`src/design/vim_pkg.sv`:
```
// Constants and types shared by the voltage-id input monitor
package vim_pkg;

    // Register offsets
    localparam logic [7:0] OFS_INT_STATUS_TWO  = 8'h42;
    localparam logic [7:0] OFS_VOLTAGE_ID_GPIO = 8'h43;
    localparam logic [7:0] OFS_INT_MASK_TWO    = 8'h75;
    localparam logic [7:0] OFS_CONFIG_FIVE     = 8'h7c;

    // Field positions
    localparam int BIT_FLAG_RAIL12_OR_VC = 0;
    localparam int BIT_SHARED_ID         = 5;
    localparam int BIT_THRESHOLD_SELECT  = 6;
    localparam int BIT_SIXTH_INPUT_SEL   = 7;
    localparam int BIT_MASK_VC           = 0;
    localparam int BIT_GPIO_ENABLE       = 4;
    localparam int BIT_PIN6_DIR          = 2;
    localparam int BIT_PIN6_LEVEL        = 3;

    // Reset values
    localparam logic [7:0] RST_CONFIG_FIVE = 8'h00;
    localparam logic       RST_MASK_VC     = 1'b0;
    localparam logic       RST_THRESHOLD   = 1'b0;
    localparam logic       RST_SIXTH_SEL   = 1'b0;
    localparam logic [5:0] RST_GPIO_POL    = 6'h00;

    // Timing
    localparam int CLK_PERIOD_NS       = 20;
    localparam int CHANGE_WINDOW_NS    = 11000;
    localparam int CHANGE_WINDOW_CYC   = CHANGE_WINDOW_NS / CLK_PERIOD_NS;
    localparam int TICK_WIDTH          = 10;
    localparam logic [TICK_WIDTH-1:0] TICK_LAST = TICK_WIDTH'(CHANGE_WINDOW_CYC - 1);

    localparam int ID_WIDTH = 6;

    typedef struct packed {
        logic [ID_WIDTH-1:0]   id_prev;
        logic [TICK_WIDTH-1:0] tick_cnt;
        logic                  threshold_select;
        logic                  sixth_input_select;
        logic [ID_WIDTH-1:0]   gpio_pol;
        logic                  mask_vc;
        logic [7:0]            config_five;
        logic                  rail12_or_code_change_flag;
        logic [7:0]            rdata;
        logic                  rvalid;
        logic [ID_WIDTH-1:0]   io_out;
        logic [ID_WIDTH-1:0]   io_oe_n;
        logic                  pin6_out;
        logic                  pin6_oe_n;
        logic                  alert_oe_n;
    } vim_state_type;

endpackage

```
`src/design/vim_sync.sv`:
```
// Two-stage synchroniser for a group of input levels
`timescale 1ns/1ps
module vim_sync #(
    parameter int WIDTH = 7
) (
    // Clock and reset
    input  wire logic             sys_clk,
    input  wire logic             sys_rst,
    // Levels
    input  wire logic [WIDTH-1:0] async_in,
    output logic      [WIDTH-1:0] sync_out
);

    logic [WIDTH-1:0] stage_one;

    genvar i;
    generate
        for (i = 0; i < WIDTH; i++)
        begin : g_bit
            always_ff @(posedge sys_clk)
            begin
                if (sys_rst)
                begin
                    stage_one[i] <= 1'b0;
                    sync_out[i]  <= 1'b0;
                end
                else
                begin
                    stage_one[i] <= async_in[i];
                    // First stage feeds only the second
                    sync_out[i]  <= stage_one[i];
                end
            end
        end
    endgenerate

endmodule

```
`src/design/vim_monitor.sv`:
```
// Voltage-id input monitor with change detect and general-purpose reuse
`timescale 1ns/1ps
// Functional notes
// - Identification register bits 0 to 4 read the levels of the five dedicated id pins in order.
// - Bit 5 reads zero in 12 V mode and the shared pin level in sixth-input mode.
// - Bit 6 picks the input threshold, 0 for the nominal 1 V and 1 for the reduced 0.6 V.
// - Bit 7 picks the shared pin function, 0 for 12 V measurement and 1 for sixth id input, and reads back.
// - In 12 V mode status two bit 0 reports 12 V out-of-limit results.
// - In sixth-input mode status two bit 0 reports id code changes.
// - Code change detection runs only in sixth-input mode.
// - The change flag sets when the sampled code differs from the one sampled 11 us before.
// - A code change drives the alert output unless mask two bit 0 is set.
// - Config five bit 4 turns every pin now used as id input into a general-purpose output.
// - In general-purpose mode writing an id register bit sets that output's polarity.
// - Config five bits 3:2 set up general-purpose pin six independently.
// - General-purpose pins are numbered 0 to 6, seven in all, with pin 5 only in sixth-input mode.
module vim_monitor
    import vim_pkg::*;
(
    // Clock and reset
    input  wire logic                sys_clk,
    input  wire logic                sys_rst,
    // Register access
    input  wire logic [7:0]          reg_addr,
    input  wire logic                reg_wr,
    input  wire logic [7:0]          reg_wdata,
    input  wire logic                reg_rd,
    output logic      [7:0]          reg_rdata,
    output logic                     reg_rvalid,
    // Id pins 0..4 and shared pin at index 5
    input  wire logic [ID_WIDTH-1:0] id_pin_in,
    output logic      [ID_WIDTH-1:0] id_pin_out,
    output logic      [ID_WIDTH-1:0] id_pin_oe_n,
    // Independent pin six
    input  wire logic                independent_io_pin_in,
    output logic                     independent_io_pin_out,
    output logic                     independent_io_pin_oe_n,
    // Measurement path and analog controls
    input  wire logic                rail12_out_of_limit,
    output logic                     threshold_select,
    output logic                     sixth_input_select,
    // Open-drain alert, wire pulled low while enable is low
    output logic                     alert_oe_n
);

    vim_state_type           cur;
    vim_state_type           next_cur;
    logic [ID_WIDTH:0]       synced;
    logic [ID_WIDTH-1:0]     id_now;
    logic                    pin6_now;
    logic                    gpio_mode;
    logic                    tick;
    logic                    code_changed;
    logic                    wr_hit_id;
    logic                    rd_hit_status;

    vim_sync #(
        .WIDTH (ID_WIDTH + 1)
    ) u_sync (
        .sys_clk  (sys_clk),
        .sys_rst  (sys_rst),
        .async_in ({independent_io_pin_in, id_pin_in}),
        .sync_out (synced)
    );

    function automatic logic hit(input logic [7:0] addr, input logic [7:0] ofs);
        hit = (addr == ofs);
    endfunction

    always_comb
    begin
        id_now       = synced[ID_WIDTH-1:0];
        pin6_now     = synced[ID_WIDTH];
        // Shared bit hidden while pin measures 12 V
        if (!cur.sixth_input_select)
        begin
            id_now[BIT_SHARED_ID] = 1'b0;
        end
        gpio_mode     = cur.config_five[BIT_GPIO_ENABLE];
        tick          = (cur.tick_cnt == TICK_LAST);
        // Raw levels, so switching the shared pin in does not fake a change
        code_changed  = tick && cur.sixth_input_select && (synced[ID_WIDTH-1:0] != cur.id_prev);
        wr_hit_id     = reg_wr && hit(reg_addr, OFS_VOLTAGE_ID_GPIO);
        rd_hit_status = reg_rd && hit(reg_addr, OFS_INT_STATUS_TWO);

        next_cur = cur;

        // Compare sample against the one taken one window earlier
        next_cur.tick_cnt = tick ? '0 : cur.tick_cnt + 1'b1;
        if (tick)
        begin
            next_cur.id_prev = synced[ID_WIDTH-1:0];
        end

        // Register writes
        if (wr_hit_id)
        begin
            next_cur.threshold_select   = reg_wdata[BIT_THRESHOLD_SELECT];
            next_cur.sixth_input_select = reg_wdata[BIT_SIXTH_INPUT_SEL];
            next_cur.gpio_pol           = reg_wdata[ID_WIDTH-1:0];
        end
        if (reg_wr && hit(reg_addr, OFS_INT_MASK_TWO))
        begin
            next_cur.mask_vc = reg_wdata[BIT_MASK_VC];
        end
        if (reg_wr && hit(reg_addr, OFS_CONFIG_FIVE))
        begin
            next_cur.config_five = reg_wdata;
        end

        // Sticky flag: cleared by status read, a new event wins over the clear
        if (rd_hit_status)
        begin
            next_cur.rail12_or_code_change_flag = 1'b0;
        end
        if (cur.sixth_input_select ? code_changed : rail12_out_of_limit)
        begin
            next_cur.rail12_or_code_change_flag = 1'b1;
        end

        // Registered read data, one cycle after the request
        next_cur.rvalid = reg_rd;
        next_cur.rdata  = 8'h00;
        case (1'b1)
            hit(reg_addr, OFS_INT_STATUS_TWO):
                next_cur.rdata[BIT_FLAG_RAIL12_OR_VC] = cur.rail12_or_code_change_flag;
            hit(reg_addr, OFS_VOLTAGE_ID_GPIO):
                next_cur.rdata = {cur.sixth_input_select, cur.threshold_select, id_now};
            hit(reg_addr, OFS_INT_MASK_TWO):
                next_cur.rdata[BIT_MASK_VC] = cur.mask_vc;
            hit(reg_addr, OFS_CONFIG_FIVE):
                next_cur.rdata = cur.config_five;
            default:
                next_cur.rdata = 8'h00;
        endcase
        if (!reg_rd)
        begin
            next_cur.rdata = cur.rdata;
        end

        // Id pins turn to outputs; shared pin only when it is an id input
        next_cur.io_out  = cur.gpio_pol;
        next_cur.io_oe_n = {ID_WIDTH{1'b1}};
        if (gpio_mode)
        begin
            next_cur.io_oe_n = {~cur.sixth_input_select, {(ID_WIDTH-1){1'b0}}};
        end

        // Pin six: dir bit selects output, level bit is the driven value
        next_cur.pin6_oe_n = ~cur.config_five[BIT_PIN6_DIR];
        next_cur.pin6_out  = cur.config_five[BIT_PIN6_LEVEL];

        // Alert follows the sticky flag in sixth-input mode
        next_cur.alert_oe_n = ~(cur.sixth_input_select && cur.rail12_or_code_change_flag && !cur.mask_vc);
    end

    always_ff @(posedge sys_clk)
    begin
        if (sys_rst)
        begin
            cur                            <= '0;
            cur.threshold_select           <= RST_THRESHOLD;
            cur.sixth_input_select         <= RST_SIXTH_SEL;
            cur.gpio_pol                   <= RST_GPIO_POL;
            cur.mask_vc                    <= RST_MASK_VC;
            cur.config_five                <= RST_CONFIG_FIVE;
            cur.io_oe_n                    <= {ID_WIDTH{1'b1}};
            cur.pin6_oe_n                  <= 1'b1;
            cur.alert_oe_n                 <= 1'b1;
        end
        else
        begin
            cur <= next_cur;
        end
    end

    // Pin six input is synchronised but has no register bit
    assign reg_rdata               = cur.rdata;
    assign reg_rvalid              = cur.rvalid;
    assign id_pin_out              = cur.io_out;
    assign id_pin_oe_n             = cur.io_oe_n;
    assign independent_io_pin_out  = cur.pin6_out;
    assign independent_io_pin_oe_n = cur.pin6_oe_n;
    assign threshold_select        = cur.threshold_select;
    assign sixth_input_select      = cur.sixth_input_select;
    assign alert_oe_n              = cur.alert_oe_n;

endmodule

```
`config.mk`:
```
export PLATFORM = sky130hd
export DESIGN_NAME = vim_monitor
export DESIGN_NICKNAME = d
export VERILOG_FILES = /design/src/design/vim_pkg.sv /design/src/design/vim_sync.sv /design/src/design/vim_monitor.sv
export SDC_FILE = /design/constraint.sdc
export NUM_CORES = 1
export LEC_CHECK = 0
export BUFFER_PORTS_ARGS = -buffer_cell sky130_fd_sc_hd__buf_2
export CAP_MARGIN = 5
export CORE_MARGIN = 5
export CORE_UTILIZATION = 40
export CTS_BUF_LIST = sky130_fd_sc_hd__clkbuf_16
export CTS_CLUSTER_DIAMETER = 150
export DETAILED_ROUTE_END_ITERATION = 12
export GPL_TIMING_DRIVEN = 0
export PLACE_DENSITY = 0.67
export SKIP_CTS_REPAIR_TIMING = 1
export SYNTH_ARGS = -nofsm -noshare
export SYNTH_HDL_FRONTEND = slang
export SYNTH_SLANG_ARGS = --single-unit
```
`constraint.sdc`:
```
create_clock -name sys_clk -period 3.7 [get_ports sys_clk]
set_input_delay 0 -clock sys_clk [delete_from_list [all_inputs] [get_ports sys_clk]]
set_output_delay 0 -clock sys_clk [all_outputs]
set_load 0.03 [all_outputs]
```
* Word-level counts from Yosys, hierarchy flattened *
Index checks and enable logic that the tools add are counted.

word-level totals
  register bits = 70
  output and inout port bits = 26
  logic and storage cells = 64

operators by class
  add/sub/neg operators = 1
  eq/ne operators = 6
  mux-type cells = 13
  bitwise gates (word level) = 4
  reductions and logical operators = 12

operators with widths
  cell                                                                   count
  8-bit by 7-bit equality test with 1-bit output, second input constant  4
  7-bit two-way mux                                                      4
  10-bit by 1-bit adder with 10-bit output, second input constant        1
  10-bit equality test, second input constant                            1
  1-bit logical AND                                                      8
  1-bit two-way mux                                                      8
  6-bit inequality test                                                  1
  5-bit two-way mux                                                      1
  1-bit NOT                                                              4
  2-bit OR reduction                                                     2
  2-bit nonzero test                                                     1
  1-bit logical NOT                                                      1

* Longest topological paths before layout *
  depth in word-level cells = 5
  depth in mapped cells = 6
  mapped depth without buffers = 5

* Cells and area by module *
From an unflattened synthesis, not the netlist that was laid out.

second synthesis, totals
  cell total of the unflattened synthesis = 287
  area total of the unflattened synthesis = 2,796.4 um^2

modules (own cells, without submodules)
  module       instances  cells each  area each (um^2)  seq. area each (um^2)
  vim_monitor  1          258         2,388.5           1,081.0
  vim_sync     1          29          407.9             280.3

* Worst setup path before layout *
OpenSTA, ideal clock, no wires.

  kind = register to register
  start = register cur[48] in the netlist's numbering
  end = register cur[24] in the netlist's numbering
  library setup time = 70 ps
  data arrival time = 1,321 ps
  data required time = 3,630 ps
  setup slack = 2,308 ps
  stages on the path, launching flop included = 5
  path buffers = 0
  period minus slack after synthesis = 1,392 ps
  path through = dfxtp_1 nor4b_4 nand4_4 a311o_1 a21oi_1

between the ends
  word-level cells in the longest chain between the ends = 5

RTL lines
  element                                                         line                text
  from (decl)                                                     vim_monitor.sv:46   vim_state_type cur;
  from (signal assigned)                                          vim_monitor.sv:173  cur <= next_cur;
  10-bit equality test *                                          vim_monitor.sv:80   tick = (cur.tick_cnt == TICK_LAST);
  1-bit logical AND * (2 in a row)                                vim_monitor.sv:82   code_changed = tick && cur.sixth_input_select && (synced[ID_WIDTH-1:0] != cur.id_prev);
  1-bit two-way mux *                                             vim_monitor.sv:116  if (cur.sixth_input_select ? code_changed : rail12_out_of_limit)
  1-bit two-way mux / 2-bit nonzero test (equally long branches)  --

Mark *: on every way between the ends. The rest lies on a longest branch, timed or not.
A chain may end at the register's enable or synchronous reset.

* Worst setup path in the final report *
  start = register cur[44] in the netlist's numbering
  end = register cur[50] in the netlist's numbering

between the ends
  word-level cells in the longest chain between the ends = 2

RTL lines
  element
  branches (longest 2 deep; another with 10-bit by 1-bit adder with 10-bit output)

Several ways; the timed one is not identified.

==> run_results.csv <==
group,metric,value,unit
yosys,synth_top_area_share,50.2,%
timing,slew_headroom,59.7,%
detailed_routing,wl_per_cell,12.9,µm
place,dp_hpwl,4000,µm
cells_and_area,drive_gt1_share,26.3,%
setup_path,worstSetupStartpointType,"flop",
timing,rsz0062_at_grt,"false",
place,place_worst_setup_slack,2.17,ns
global_routing,grt_max_degree,12,
cells_and_area,seqCellArea,1320,µm²
setup_path,r2r_end,"cur[50]$_SDFF_PP0_",
clock_network,clk_latency,0.32,ns
setup_path,rr_worst_depth,5,
pwr,peakVddDrop,0.251,mV
yosys,netlist_instances,279,
detailed_routing,dr.pass1.iters,5,
yosys,syn_nets,309,
cells_and_area,layout.nets,386,
yosys,synth_ff_type,"dfxtp_1",
floorplan,die_x,91.1,µm
floorplan,dieArea,8300,µm²
clock_network,cts_tree,"done",
cells_and_area,fill_cells,582,
yosys,synth_warnings,0,
global_routing,grt_pass1_wl,9300,µm
timing,worst_slack,2.17,ns
place,port_buffers,51,
timing,final.min_clock_period,1.53,ns
worst_hold_path,hold_path.class,"primary input to flop",
detailed_routing,routed-via-count,2091,
yosys,ys_seq_area_share,50.2,%
setup_path,critPathRequiredTime,3.91,ns
floorplan,ios,54,
setup_path,cp.arrival,1.74,ns
place,dp.cells,407,
timing,tns,0,ns
timing,finalCritPeriodShare,41.5,%
global_routing,grt-ovfl-total,0,
timing,hold_viol_final,0,
worst_hold_path,hold_end,"cur[24]$_SDFFE_PP0P_",
worst_hold_path,min_delay_path_depth,3,
setup_path,critPathKind,"flop to flop",
floorplan,core,6390,µm²
pwr,power.total,1.61,mW
floorplan,die_height,91.1,µm
cells_and_area,final_cell_mix,"66 x dfxtp_1, 53 x buf_2, 30 x nand2_1, 25 x nand3_1, 22 x nor2_1",
status,outcome,"completed",
clock_network,htreeDepth,3,
clock_network,clk_pin_slew_worst_paths,0.05,ns
detailed_routing,drt_iter0_markers,86,
run,max_cap_viol_count,0,
timing,setup_violations,0,
detailed_routing,avgViaCountPerCell,4.77,
cells_and_area,area_growth_syn_to_layout,29.9,%
clock_network,cts_root_buf,"clkbuf_16",
pwr,power_density,470,nW/µm²
floorplan,row_count,29,
setup_path,worstPathMaxFanout,10,
clock_network,cts_made_buffers,9,
floorplan,initial_utilization,41.2,%
global_routing,grt_pass1_vias,1992,
cells_and_area,multi_input_area,1080,µm²
timing,maxSlewViolCount,0,
pwr,leakage,1.44,nW
yosys,synth_cell_type_count,41,
setup_path,r2r_setup_slack,2.17,ns
yosys,synth_edf_count,0,
detailed_routing,drc,0,
cells_and_area,diodes,0,
yosys,netlist_area,2630,µm²
yosys,syn_avg_cell_area,9.43,µm²
yosys,yosys_register_bits,66,
detailed_routing,drtAntennaViolNets,0,
detailed_routing,wirelength,5660,µm
yosys,synth.top_cells.by_area,"dfxtp_1 50%, buf_4 6.0%, nor2b_1 5.0%",
global_routing,grt.total_usage,13.9,%
cells_and_area,final-instance-count-excl-fill,438,
setup_path,cp-end-kind,"flop",
cells_and_area,layout_commonest_cell,"dfxtp_1",
yosys,synthArstFlopShare,0,%
worst_hold_path,hp-start,"rail12_out_of_limit",
setup_path,timing.rr.start,"cur[44]$_SDFF_PP0_",
yosys,synth_top_cell_by_area,"dfxtp_1",
clock_network,clockBufferDepth,2,
timing,clock_skew,0.00450,ns
timing,worstMarginPinSlew,0.596,ns
place,gp_congestion,0.813,
timing,max_freq,652,MHz
global_routing,antenna_found_initial,0,
clock_network,cts.sinks,66,
==> Yosys cell counts, types with 4 or more instances <==
cell type,number
nor2_1,22
o21ai_0,5
clkbuf_1,6
nor2b_1,21
xor2_1,6
nand3_1,25
xnor2_1,8
inv_1,4
mux2i_1,7
nand2_1,30
a21oi_1,17
buf_4,21
a22oi_1,8
dfxtp_1,66
==> critical path, cell delays in order, from the launching register on <==
cell,delay (ns)
dfxtp_1,0.43
nor4b_4,0.28
nand4_4,0.23
or2b_1,0.20
buf_2,0.21
nor2_1,0.07
==> report_power, final <==
part           switching [mW]  internal [mW]
Clock                   0.290          0.512
Combinational          0.0385         0.0369
Sequential            0.00755          0.722
==> per-stage QoR <==
step / hold slack, ns / util [%] / area (µm²)
2_1_floorplan: 0.0945 / - / 2630
3_3_place_gp: 0.211 / 46.7 / 2980
3_5_place_dp: 0.218 / 46.7 / 2980
4_1_cts: -0.121 / 51.2 / 3270
5_1_grt: 0.0129 / 53.5 / 3420
6_report: 0.00395 / 53.5 / 3420
==> worst max-delay path by stage <==
stage                  startpoint  slack (ns)              endpoint  depth (start not counted)
6_report       cur[44]$_SDFF_PP0_        2.17    cur[50]$_SDFF_PP0_                          5
3_5_place_dp   cur[44]$_SDFF_PP0_        2.17    cur[48]$_SDFF_PP0_                          5
3_3_place_gp   cur[44]$_SDFF_PP0_        2.18    cur[49]$_SDFF_PP0_                          5
2_1_floorplan  cur[48]$_SDFF_PP0_        2.31  cur[24]$_SDFFE_PP0P_                          4
5_1_grt        cur[44]$_SDFF_PP0_        2.02    cur[48]$_SDFF_PP0_                          5
4_1_cts        cur[44]$_SDFF_PP0_        2.16    cur[50]$_SDFF_PP0_                          5
==> routing by layer <==
| metal | part of all wire, % | track usage (%) |
|---|---|---|
| met5 | 0 | 0 |
| met4 | 1.6 | 5.13 |
| met3 | 6.0 | 4.71 |
| met2 | 49 | 22.8 |
| met1 | 43 | 16.9 |
==> logic make-up (layout without fill, tap and decap cells) <==
group / Yosys count / after routing / synth area share (%)
simple gates: 117 / 117 / 24.5
compound gates: 37 / 37 / 8.42
xor+xnor: 14 / 14 / 4.66
flops: 66 / 66 / 50.2
fa+ha+maj: 2 / 2 / 0.951
buf+inv: 36 / 118 / 8.56
mux: 7 / 7 / 2.66
==> layout make-up <==
type                       count  share of cell area (%)
clock buffer                   9                    6.59
sequential                    66                    38.7
timing repair buffer          66                    11.9
inverter                       4                   0.439
clock inverter                 7                    1.76
tap                           77                    2.82
multi-input combinational    177                    31.7
buffer                        32                    6.15
==> flip-flops by register name, indices dropped and copies added (netlist names), 2 cells and up <==
signal	cells
id_pin_oe_n	2
reg_rdata	8
id_pin_out	6
u_sync.sync_out	6
u_sync.stage_one	6
cur	32
Note: power is estimated with default switching activity, not from simulation.
